===== src/design/dtp_map.svh =====
// constants for the terminal payload port
`ifndef DTP_MAP_SVH
`define DTP_MAP_SVH
`define DTP_EDGES_DS3   11'h498
`define DTP_EDGES_G832  11'h432
`define DTP_EDGES_G751  11'h180
`define DTP_FIFO_DEPTH  8
`define DTP_FIFO_WIDTH  6
`define DTP_SYNC_RST    3'h0
`endif


===== src/design/dtp_pkg.sv =====
// types for the terminal payload port
package dtp_pkg;
  typedef enum logic [1:0] {
    DTP_FMT_DS3,
    DTP_FMT_G832,
    DTP_FMT_G751
  } dtp_format_type;
endpackage


===== src/design/dtp_fifo.sv =====
// small valid/ready fifo
`timescale 1ns/1ns
`default_nettype none
module dtp_fifo #(
  parameter int WIDTH = 6,
  parameter int DEPTH = 8
) (
  input  wire logic             clk,
  input  wire logic             rst,
  input  wire logic             in_valid,
  output logic                  in_ready,
  input  wire logic [WIDTH-1:0] in_data,
  output logic                  out_valid,
  input  wire logic             out_ready,
  output logic      [WIDTH-1:0] out_data
);
  localparam int AW = $clog2(DEPTH);
  logic [WIDTH-1:0] mem_ff [DEPTH];
  logic [AW-1:0]    wr_ff;
  logic [AW-1:0]    rd_ff;
  logic [AW:0]      cnt_ff;
  wire push = in_valid && in_ready;
  wire pop  = out_valid && out_ready;
  assign in_ready  = (cnt_ff != (AW+1)'(DEPTH));
  assign out_valid = (cnt_ff != '0);
  assign out_data  = mem_ff[rd_ff];
  always_ff @(posedge clk) begin
    if (push) begin
      mem_ff[wr_ff] <= in_data;
    end
  end
  always_ff @(posedge clk) begin
    if (rst) begin
      wr_ff  <= '0;
      rd_ff  <= '0;
      cnt_ff <= '0;
    end else begin
      if (push) begin
        wr_ff <= AW'(wr_ff + 1'b1);
      end
      if (pop) begin
        rd_ff <= AW'(rd_ff + 1'b1);
      end
      cnt_ff <= (AW+1)'(cnt_ff + push - pop);
    end
  end
endmodule
`default_nettype wire


===== src/design/dtp_payload_port.sv =====
// terminal-side payload port of one framer channel
`timescale 1ns/1ns
`default_nettype none
`include "dtp_map.svh"
// What this block does
// - in ds3 nibble mode each outbound frame gets exactly 1176 nibble clock edges.
// - in e3 g.832 mode each outbound frame gets exactly 1074 nibble clock edges.
// - in e3 g.751 mode each outbound frame gets exactly 384 nibble clock edges.
// - outside hdlc serial mode payload bits leave on the receive clock rising edge.
// - outside hdlc mode the serial output is driven only while nibble select is low.
// - the shared serial pin carries payload in serial mode (held low while nibble select is high) and the idle flag in hdlc mode.
// - in hdlc mode the idle flag is high between packets.
// - idle flag together with the good check pulse can signal hdlc errors.
// - in serial mode the frame pulse lasts one bit on the first frame bit.
// - frame pulse timing follows serial or nibble operation.
// - the nibble clock derives from the chosen reference clock.
// - in nibble mode the frame pulse lasts one nibble on the first nibble.
module dtp_payload_port
  import dtp_pkg::*;
(
  input  wire logic                    clk,
  input  wire logic                    rst,
  input  wire dtp_pkg::dtp_format_type format_sel,
  input  wire logic                    hdlc_mode,
  input  wire logic                    nibble_select,
  input  wire logic                    use_line_timing,
  input  wire logic                    tx_reference_clock_in,
  input  wire logic                    recovered_line_clock_in,
  input  wire logic                    send_check_sequence_in,
  input  wire logic                    rx_payload_clock,
  input  wire logic                    rx_bit_valid,
  input  wire logic                    rx_bit,
  input  wire logic                    rx_frame_start,
  input  wire logic                    rx_packet_active,
  input  wire logic                    rx_check_good,
  output logic                         rx_bit_ready,
  output logic                         tx_nibble_clock_out,
  output logic                         tx_frame_end_out,
  output logic                         tx_check_phase_out,
  output logic                         rx_serial_payload_out,
  output logic                         rx_hdlc_idle_flag_out,
  output logic                         good_check_sequence_pulse,
  output logic                         rx_frame_boundary_out,
  output logic [3:0]                   rx_nibble_data_out
);
  import dtp_pkg::*;
  // three-stage samplers for outside inputs
  logic [2:0] txr_ff;
  logic [2:0] lnc_ff;
  logic [2:0] rxc_ff;
  logic [2:0] fcs_ff;
  logic       txr_st_ff;
  logic       lnc_st_ff;
  logic       rxc_st_ff;
  logic       fcs_st_ff;
  always_ff @(posedge clk) begin
    if (rst) begin
      txr_ff <= `DTP_SYNC_RST;
      lnc_ff <= `DTP_SYNC_RST;
      rxc_ff <= `DTP_SYNC_RST;
      fcs_ff <= `DTP_SYNC_RST;
    end else begin
      txr_ff <= {txr_ff[1:0], tx_reference_clock_in};
      lnc_ff <= {lnc_ff[1:0], recovered_line_clock_in};
      rxc_ff <= {rxc_ff[1:0], rx_payload_clock};
      fcs_ff <= {fcs_ff[1:0], send_check_sequence_in};
    end
  end
  // a change counts once stages two and three agree
  always_ff @(posedge clk) begin
    if (rst) begin
      txr_st_ff <= 1'b0;
      lnc_st_ff <= 1'b0;
      rxc_st_ff <= 1'b0;
      fcs_st_ff <= 1'b0;
    end else begin
      if (txr_ff[1] == txr_ff[2]) txr_st_ff <= txr_ff[2];
      if (lnc_ff[1] == lnc_ff[2]) lnc_st_ff <= lnc_ff[2];
      if (rxc_ff[1] == rxc_ff[2]) rxc_st_ff <= rxc_ff[2];
      if (fcs_ff[1] == fcs_ff[2]) fcs_st_ff <= fcs_ff[2];
    end
  end
  wire txr_rise = (txr_ff[1] == txr_ff[2]) && txr_ff[2] && !txr_st_ff;
  wire lnc_rise = (lnc_ff[1] == lnc_ff[2]) && lnc_ff[2] && !lnc_st_ff;
  wire rxc_rise = (rxc_ff[1] == rxc_ff[2]) && rxc_ff[2] && !rxc_st_ff;
  wire rxc_fall = (rxc_ff[1] == rxc_ff[2]) && !rxc_ff[2] && rxc_st_ff;
  // transmit nibble clock: one edge out per four reference bits
  wire        ref_rise = use_line_timing ? lnc_rise : txr_rise;
  wire        nib_mode = nibble_select && !hdlc_mode;
  logic [1:0] div_ff;
  logic [10:0] edge_ff;
  logic       tnc_ff;
  logic       tfe_ff;
  logic       tcp_ff;
  logic [10:0] frame_edges;
  always_comb begin
    case (format_sel)
      DTP_FMT_DS3:  frame_edges = `DTP_EDGES_DS3;
      DTP_FMT_G832: frame_edges = `DTP_EDGES_G832;
      DTP_FMT_G751: frame_edges = `DTP_EDGES_G751;
      default:      frame_edges = `DTP_EDGES_DS3;
    endcase
  end
  wire nib_tick  = ref_rise && (div_ff == 2'h3);
  wire last_edge = (edge_ff == 11'(frame_edges - 11'h001));
  always_ff @(posedge clk) begin
    if (rst) begin
      div_ff  <= 2'h0;
      edge_ff <= 11'h000;
      tnc_ff  <= 1'b0;
      tfe_ff  <= 1'b0;
    end else begin
      if (ref_rise) div_ff <= 2'(div_ff + 2'h1);
      tnc_ff <= nib_mode && (div_ff[1] == 1'b0);
      if (!nib_mode) begin
        edge_ff <= 11'h000;
      end else if (nib_tick) begin
        edge_ff <= last_edge ? 11'h000 : 11'(edge_ff + 11'h001);
      end
      tfe_ff <= nib_mode && last_edge;
    end
  end
  // send-fcs is only meaningful in hdlc mode
  always_ff @(posedge clk) begin
    if (rst) tcp_ff <= 1'b0;
    else     tcp_ff <= hdlc_mode && fcs_st_ff;
  end
  assign tx_nibble_clock_out = tnc_ff;
  assign tx_frame_end_out    = tfe_ff;
  assign tx_check_phase_out  = tcp_ff;
  // independent tally of nibble clock rises between frame marks
  // the first mark after a mode change only arms the tally
  logic        tnc_d_ff;
  logic        tfe_d_ff;
  logic [10:0] rise_cnt_ff;
  logic        tally_ok_ff;
  wire tnc_up = tnc_ff && !tnc_d_ff;
  wire tfe_up = tfe_ff && !tfe_d_ff;
  always_ff @(posedge clk) begin
    if (rst) begin
      tnc_d_ff    <= 1'b0;
      tfe_d_ff    <= 1'b0;
      rise_cnt_ff <= 11'h000;
      tally_ok_ff <= 1'b0;
    end else begin
      tnc_d_ff <= tnc_ff;
      tfe_d_ff <= tfe_ff;
      if (!nib_mode) begin
        rise_cnt_ff <= 11'h000;
        tally_ok_ff <= 1'b0;
      end else if (tfe_up) begin
        rise_cnt_ff <= 11'h000;
        tally_ok_ff <= 1'b1;
      end else if (tnc_up) begin
        rise_cnt_ff <= 11'(rise_cnt_ff + 11'h001);
      end
    end
  end
  // receive path: bits buffered, drained one per receive clock rise
  logic       f_valid;
  logic       f_ready;
  logic [5:0] f_data;
  dtp_fifo #(.WIDTH(`DTP_FIFO_WIDTH), .DEPTH(`DTP_FIFO_DEPTH)) u_fifo (
    .clk       (clk),
    .rst       (rst),
    .in_valid  (rx_bit_valid),
    .in_ready  (rx_bit_ready),
    .in_data   ({4'h0, rx_frame_start, rx_bit}),
    .out_valid (f_valid),
    .out_ready (f_ready),
    .out_data  (f_data)
  );
  // stalls the source when the terminal clock is slow or stopped
  assign f_ready = rxc_rise;
  logic       ser_ff;
  logic       fb_ff;
  logic       idle_ff;
  logic       gcs_ff;
  logic [3:0] nib_sh_ff;
  logic [3:0] nib_ff;
  logic [1:0] bcnt_ff;
  logic       nfirst_ff;
  wire take = f_valid && f_ready;
  wire serial_on = !hdlc_mode && !nibble_select;
  always_ff @(posedge clk) begin
    if (rst) begin
      ser_ff    <= 1'b0;
      fb_ff     <= 1'b0;
      bcnt_ff   <= 2'h0;
      nib_sh_ff <= 4'h0;
      nib_ff    <= 4'h0;
      nfirst_ff <= 1'b0;
    end else begin
      if (hdlc_mode) begin
        // same next value as the idle flag, so the pin never lags it
        ser_ff <= !rx_packet_active;
      end else if (!serial_on) begin
        ser_ff <= 1'b0;
      end else if (take) begin
        ser_ff <= f_data[0];
      end
      if (take) begin
        nib_sh_ff <= {nib_sh_ff[2:0], f_data[0]};
        bcnt_ff   <= 2'(bcnt_ff + 2'h1);
        if (bcnt_ff == 2'h0) nfirst_ff <= f_data[1];
        if (bcnt_ff == 2'h3) nib_ff <= {nib_sh_ff[2:0], f_data[0]};
      end
      // serial pulse spans one bit; nibble pulse one nibble
      if (nibble_select) begin
        if (take && bcnt_ff == 2'h3) fb_ff <= nfirst_ff;
      end else if (take) begin
        fb_ff <= f_data[1];
      end else if (rxc_fall && fb_ff && !f_valid) begin
        fb_ff <= 1'b0;
      end
    end
  end
  // idle high between packets; idle with good pulse flags an error
  always_ff @(posedge clk) begin
    if (rst) begin
      idle_ff <= 1'b0;
      gcs_ff  <= 1'b0;
    end else begin
      idle_ff <= hdlc_mode && !rx_packet_active;
      gcs_ff  <= hdlc_mode && rx_check_good;
    end
  end
  assign rx_serial_payload_out     = ser_ff;
  assign rx_hdlc_idle_flag_out     = idle_ff;
  assign good_check_sequence_pulse = gcs_ff;
  assign rx_frame_boundary_out     = fb_ff;
  assign rx_nibble_data_out        = nib_ff;
  // checks
  a_serial_gated: assert property (@(posedge clk) disable iff (rst)
    (!hdlc_mode && nibble_select) |=> !rx_serial_payload_out)
    else $error("serial output driven in nibble mode");
  a_hdlc_pin_idle: assert property (@(posedge clk) disable iff (rst)
    hdlc_mode |=> (rx_serial_payload_out == rx_hdlc_idle_flag_out))
    else $error("shared pin not idle flag in hdlc");
  a_idle_level: assert property (@(posedge clk) disable iff (rst)
    (hdlc_mode && !rx_packet_active) |=> rx_hdlc_idle_flag_out)
    else $error("idle flag low between packets");
  a_good_pulse: assert property (@(posedge clk) disable iff (rst)
    (hdlc_mode && rx_check_good) |=> good_check_sequence_pulse)
    else $error("good check pulse missing");
  a_edge_bound: assert property (@(posedge clk) disable iff (rst)
    edge_ff < frame_edges)
    else $error("edge count past frame");
  a_edge_wrap: assert property (@(posedge clk) disable iff (rst)
    (nib_mode && nib_tick && last_edge) |=> (edge_ff == 11'h000))
    else $error("edge count did not wrap");
  a_frame_end: assert property (@(posedge clk) disable iff (rst)
    (nib_mode && last_edge) |=> tx_frame_end_out)
    else $error("frame end mark missing");
  a_ser_bit: assert property (@(posedge clk) disable iff (rst)
    (serial_on && take) |=> (rx_serial_payload_out == $past(f_data[0])))
    else $error("serial bit not presented");
  a_frame_pulse: assert property (@(posedge clk) disable iff (rst)
    (!nibble_select && take) |=> (rx_frame_boundary_out == $past(f_data[1])))
    else $error("frame pulse not aligned");
  // the tally catches a divider that slips a tick within a frame
  a_edge_tally: assert property (@(posedge clk) disable iff (rst)
    (tally_ok_ff && tfe_up) |-> (11'(rise_cnt_ff + 11'h001) == frame_edges))
    else $error("nibble clock rises per frame wrong");
  a_nck_quiet: assert property (@(posedge clk) disable iff (rst)
    !nib_mode |=> !tx_nibble_clock_out)
    else $error("nibble clock running outside nibble mode");
  a_fend_quiet: assert property (@(posedge clk) disable iff (rst)
    !nib_mode |=> !tx_frame_end_out)
    else $error("frame end mark outside nibble mode");
  a_ref_pick: assert property (@(posedge clk) disable iff (rst)
    !ref_rise |=> $stable(div_ff))
    else $error("divider moved without reference rise");
  a_check_gate: assert property (@(posedge clk) disable iff (rst)
    !hdlc_mode |=> !tx_check_phase_out)
    else $error("check phase shown outside hdlc");
  a_fcs_follow: assert property (@(posedge clk) disable iff (rst)
    (hdlc_mode && fcs_st_ff) |=> tx_check_phase_out)
    else $error("check phase not following send request");
  a_idle_off: assert property (@(posedge clk) disable iff (rst)
    !hdlc_mode |=> !rx_hdlc_idle_flag_out)
    else $error("idle flag high outside hdlc");
  a_good_off: assert property (@(posedge clk) disable iff (rst)
    !hdlc_mode |=> !good_check_sequence_pulse)
    else $error("good check pulse outside hdlc");
  a_stall_take: assert property (@(posedge clk) disable iff (rst)
    !rxc_rise |-> !take)
    else $error("bit taken without receive clock rise");
  a_ser_hold: assert property (@(posedge clk) disable iff (rst)
    (serial_on && !take) |=> $stable(rx_serial_payload_out))
    else $error("serial bit changed between clock rises");
  a_pulse_hold: assert property (@(posedge clk) disable iff (rst)
    (!nibble_select && !take && !rxc_fall) |=> $stable(rx_frame_boundary_out))
    else $error("serial frame pulse changed mid bit");
  a_nib_pulse: assert property (@(posedge clk) disable iff (rst)
    (nibble_select && take && bcnt_ff == 2'h3) |=>
      (rx_frame_boundary_out == $past(nfirst_ff)))
    else $error("nibble frame pulse not on first nibble");
  // limitation: pulse stands a whole nibble, even if the clock stops
  a_nib_hold: assert property (@(posedge clk) disable iff (rst)
    (nibble_select && !(take && bcnt_ff == 2'h3)) |=>
      $stable(rx_frame_boundary_out))
    else $error("nibble frame pulse changed mid nibble");
  a_nib_word: assert property (@(posedge clk) disable iff (rst)
    (nibble_select && !(take && bcnt_ff == 2'h3)) |=>
      $stable(rx_nibble_data_out))
    else $error("nibble data changed mid nibble");
  a_ser_nib_mode: assert property (@(posedge clk) disable iff (rst)
    (nibble_select && !hdlc_mode) |=> !rx_serial_payload_out)
    else $error("serial pin active with nibble select high");
endmodule
`default_nettype wire


===== config.mk =====
export PLATFORM = sky130hd
export DESIGN_NAME = dtp_payload_port
export DESIGN_NICKNAME = d
export VERILOG_FILES = /design/src/design/dtp_pkg.sv /design/src/design/dtp_fifo.sv /design/src/design/dtp_payload_port.sv
export VERILOG_INCLUDE_DIRS = /design/src /design/src/design
export SDC_FILE = /design/constraint.sdc
export NUM_CORES = 1
export LEC_CHECK = 0
export CAP_MARGIN = 30
export CORE_AREA = 3 3 95 97
export DETAILED_ROUTE_END_ITERATION = 12
export DIE_AREA = 0 0 98 100
export DONT_BUFFER_PORTS = 1
export PLACE_DENSITY_LB_ADDON = 0.05
export RECOVER_POWER = 25
export SYNTH_ARGS = -nofsm -noshare
export SYNTH_HDL_FRONTEND = slang
export SYNTH_HIERARCHICAL = 1
export SYNTH_SLANG_ARGS = --single-unit

===== constraint.sdc =====
create_clock -name clk -period 2.45 [get_ports clk]
set_input_delay 0.1225 -clock clk [delete_from_list [all_inputs] [get_ports clk]]
set_output_delay 0.1225 -clock clk [all_outputs]
set_load 0.1 [all_outputs]

==> metrics.md <==
| Metric | Value |
|---|---|
| Outcome | `finished, final reports clean` |
| # Max-Cap Violations | `0` |
| CP Data Required Time | `around 2700 ps` |
| Detailed-route DRC error count | `0` |
| Instance count after placement with tap cells included | `about 400` |
| End of the worst hold path | `u_fifo/wr_ff[0]$_SDFFE_PP0P_` |
| Standard-cell rows | `33` |
| Endpoint of the worst-slack reg-to-reg timing path | `u_fifo/cnt_ff[2]$_SDFF_PP0_` |
| Nets@finish | `363` |
| Cell Pwr Density | `around 720 mW/mm^2` |
| Gate Count Post-Synth | `308` |
| Pin count of the biggest net entering global routing | `40` |
| Number of nets produced by synthesis | `343` |
| Die Height | `100 um` |
| Placer's final routability congestion estimate | `between 0.6 and 0.7` |
| Number of hold violations in the final report | `0` |
| Fin Hold WS | `22.6 ps` |
| Number of placed I/O pins | `28` |
| Post-layout minimum cycle time | `2180 ps` |
| Ratio of cells with drive above 1 in the final layout | `12.3%` |
| Number of cells on the worst reg-to-reg path | `9` |
| Post-detailed-route wirelength per cell | `13.6 um` |
| Critical path class | `flip-flop to flip-flop` |
| Share of the clock period used by the worst path after layout | `about nine tenths` |
| Clk buf depth | `2` |
| Critical path endpoint category | `flip-flop` |
| Worst Skew | `7.30 ps` |
| Total detailed-routing wirelength | `5.98 mm` |
| Via count of the first global-routing pass | `2104` |
| Die Area | `~0.01 sq mm` |
| Via count | `2157` |
| Worst R2R Start | `u_fifo/cnt_ff[2]$_SDFF_PP0_` |
| Area growth syn-to-layout | `14.4%` |
| Initial Utilization | `about 40%` |
| DP Wirelength | `4.14 mm` |
| Vias per cell | `4.92` |
| Mean post-synth cell area | `10.8 sq um` |
| RSZ-0062 raised after global routing | `no` |
| Wire length of the first global-routing pass | `10.3 mm` |
| Internal reg-to-reg setup slack | `~270 ps` |
| Grt ovf | `0` |
| Top fanout value on the critical path | `6` |
| # port buffers | `0` |
| Worst-case headroom to the max-slew limit | `36.9%` |
| Area of the mapped netlist | `between 0.003 and 0.004 sq mm` |
| Number of optimization iterations in the first detailed-route pass | `4` |
| Source of the worst hold timing path | `rst` |
| Hold Crit Class | `input port to flip-flop` |
| Count of antenna diodes in the layout | `0` |
| Data arrival, critical path | `2410 ps` |
| Non-filler instance count after layout | `438` |
| Slew Viols, Final | `0` |
| ANT nets after route | `0` |
| Leak | `about 1.4 nW` |
| Tightest Pin Transition | `945 ps` |
| TritonCTS buffer count | `9` |
| Placeable core region | `between 0.008 and 0.009 sq mm` |
| Number of clock sinks | `75` |
| Worst hold path cell count | `2` |
| Horiz. Die Dim | `around 100 um` |
| Number of warnings printed during yosys synthesis | `6` |
| Peak Freq | `roughly 460 MHz` |
| Depth of the CTS H-tree | `3` |
| Power consumption | `between 0.002 and 0.003 W` |
| GRT Total Usage | `13.3%` |
| Root Driver | `sky130_fd_sc_hd__clkbuf_8` |
| Worst-Skew Late Latency | `about 340 ps` |
| TritonCTS clock tree | `yes` |
| Setup_tns | `0 ps` |
| Setup crit start kind | `flip-flop` |
| Number of setup violations in the final report | `0` |
| Maximum resistive drop on vdd | `348 uV` |
| Worst-path clk slew | `80 ps` |
| Drt initial violations | `just under 100` |
| Number of antenna violations at the first check in global routing | `0` |
==> what timing repair did <==
action                                 CTS  global route
hold buffers                            12             0
endpoints found under the hold margin   56             0
setup endpoints to repair                0             0
gates resized for setup                  0             0
buffers inserted                         0             0
==> metal layers <==
| layer | GRT usage [%] | vias to the layer above | wire length [um] | share of wire, % |
|---|---|---|---|---|
| met4 | 7.03 | 0 | 111 | 1.9 |
| met2 | 18.8 | 31 | 2510 | 42 |
| met1 | 18.7 | 999 | 3140 | 53 |
| met5 | 0 | - | 0 | 0 |
| met3 | 3.13 | 8 | 217 | 3.6 |
| li1 | - | 1119 | - | - |
==> worst max-delay path: stages (launching register included) <==
cell and delay (ps):
sky130_fd_sc_hd__dfxtp_1 300, sky130_fd_sc_hd__inv_1 90, sky130_fd_sc_hd__ha_1 140, sky130_fd_sc_hd__or3b_1 360, sky130_fd_sc_hd__nand2_1 210, sky130_fd_sc_hd__xnor2_1 120, sky130_fd_sc_hd__ha_1 220, sky130_fd_sc_hd__fa_1 400
sky130_fd_sc_hd__xnor2_1 180, sky130_fd_sc_hd__nor2_1 50
==> report_power, final <==
part	total (W)	switching (W)	internal (W)	leakage [nW]
registers	0.00136	0.0000448	0.00131	0.624
clock network	0.00103	0.000434	0.000598	0.109
logic	0.000334	0.000188	0.000146	0.672
total	0.00272	0.000667	0.00206	1.41
==> through the flow <==
stage | worst slack, ps | instance area [sq um] | utilization [%]
2_1_floorplan | 55.3 | 3310 | -
3_3_place_gp | 360 | 3440 | 41.9
3_5_place_dp | 278 | 3440 | 41.9
4_1_cts | 250 | 3790 | 46.1
5_1_grt | 72.9 | 3790 | 46.1
6_report | 267 | 3790 | 46.1
==> worst max path at each step <==
stage,startpoint,to,slack [ps],cells past startpoint
after floorplan,u_fifo/cnt_ff[2]$_SDFF_PP0_,u_fifo/cnt_ff[2]$_SDFF_PP0_,60,10
after global placement,u_fifo/cnt_ff[2]$_SDFF_PP0_,u_fifo/cnt_ff[2]$_SDFF_PP0_,360,9
after detailed placement,u_fifo/cnt_ff[2]$_SDFF_PP0_,u_fifo/cnt_ff[2]$_SDFF_PP0_,280,9
after CTS,u_fifo/cnt_ff[2]$_SDFF_PP0_,u_fifo/cnt_ff[2]$_SDFF_PP0_,250,9
after global routing,u_fifo/cnt_ff[2]$_SDFF_PP0_,u_fifo/cnt_ff[2]$_SDFF_PP0_,70,9
final,u_fifo/cnt_ff[2]$_SDFF_PP0_,u_fifo/cnt_ff[2]$_SDFF_PP0_,270,9
==> registers in the layout (all words and copies together), names as in the netlist, 2 cells and up, named ones only <==
signal / cells
u_fifo/mem_ff: 16
edge_ff: 11
rx_nibble_data_out: 4
u_fifo/cnt_ff: 4
fcs_ff: 3
lnc_ff: 3
nib_sh_ff: 3
rxc_ff: 3
txr_ff: 3
u_fifo/rd_ff: 3
u_fifo/wr_ff: 3
bcnt_ff: 2
div_ff: 2
==> cells in the final DEF (no fill, tap or decap), types with 9 or more instances in the layout <==
cell type                        n
sky130_fd_sc_hd__nor2b_1        19
sky130_fd_sc_hd__dfxtp_1        59
sky130_fd_sc_hd__clkbuf_8       10
sky130_fd_sc_hd__buf_4          10
sky130_fd_sc_hd__dlygate4sd3_1  11
sky130_fd_sc_hd__nor2_1         25
sky130_fd_sc_hd__xor2_1          9
sky130_fd_sc_hd__nand2_1        25
sky130_fd_sc_hd__edfxtp_1       16
sky130_fd_sc_hd__a21oi_1        19
sky130_fd_sc_hd__ha_1           18
sky130_fd_sc_hd__inv_1          12
==> final cells by class <==
cell class,instances,area [sq um]
clock buffer,11,141
clock inverter,5,77.6
fill,767,4430
inverter,12,45.0
multi-input combinational,208,1530
sequential,75,1660
tap,105,131
timing repair buffer,22,205
Note: power is estimated with default switching activity, not from simulation.
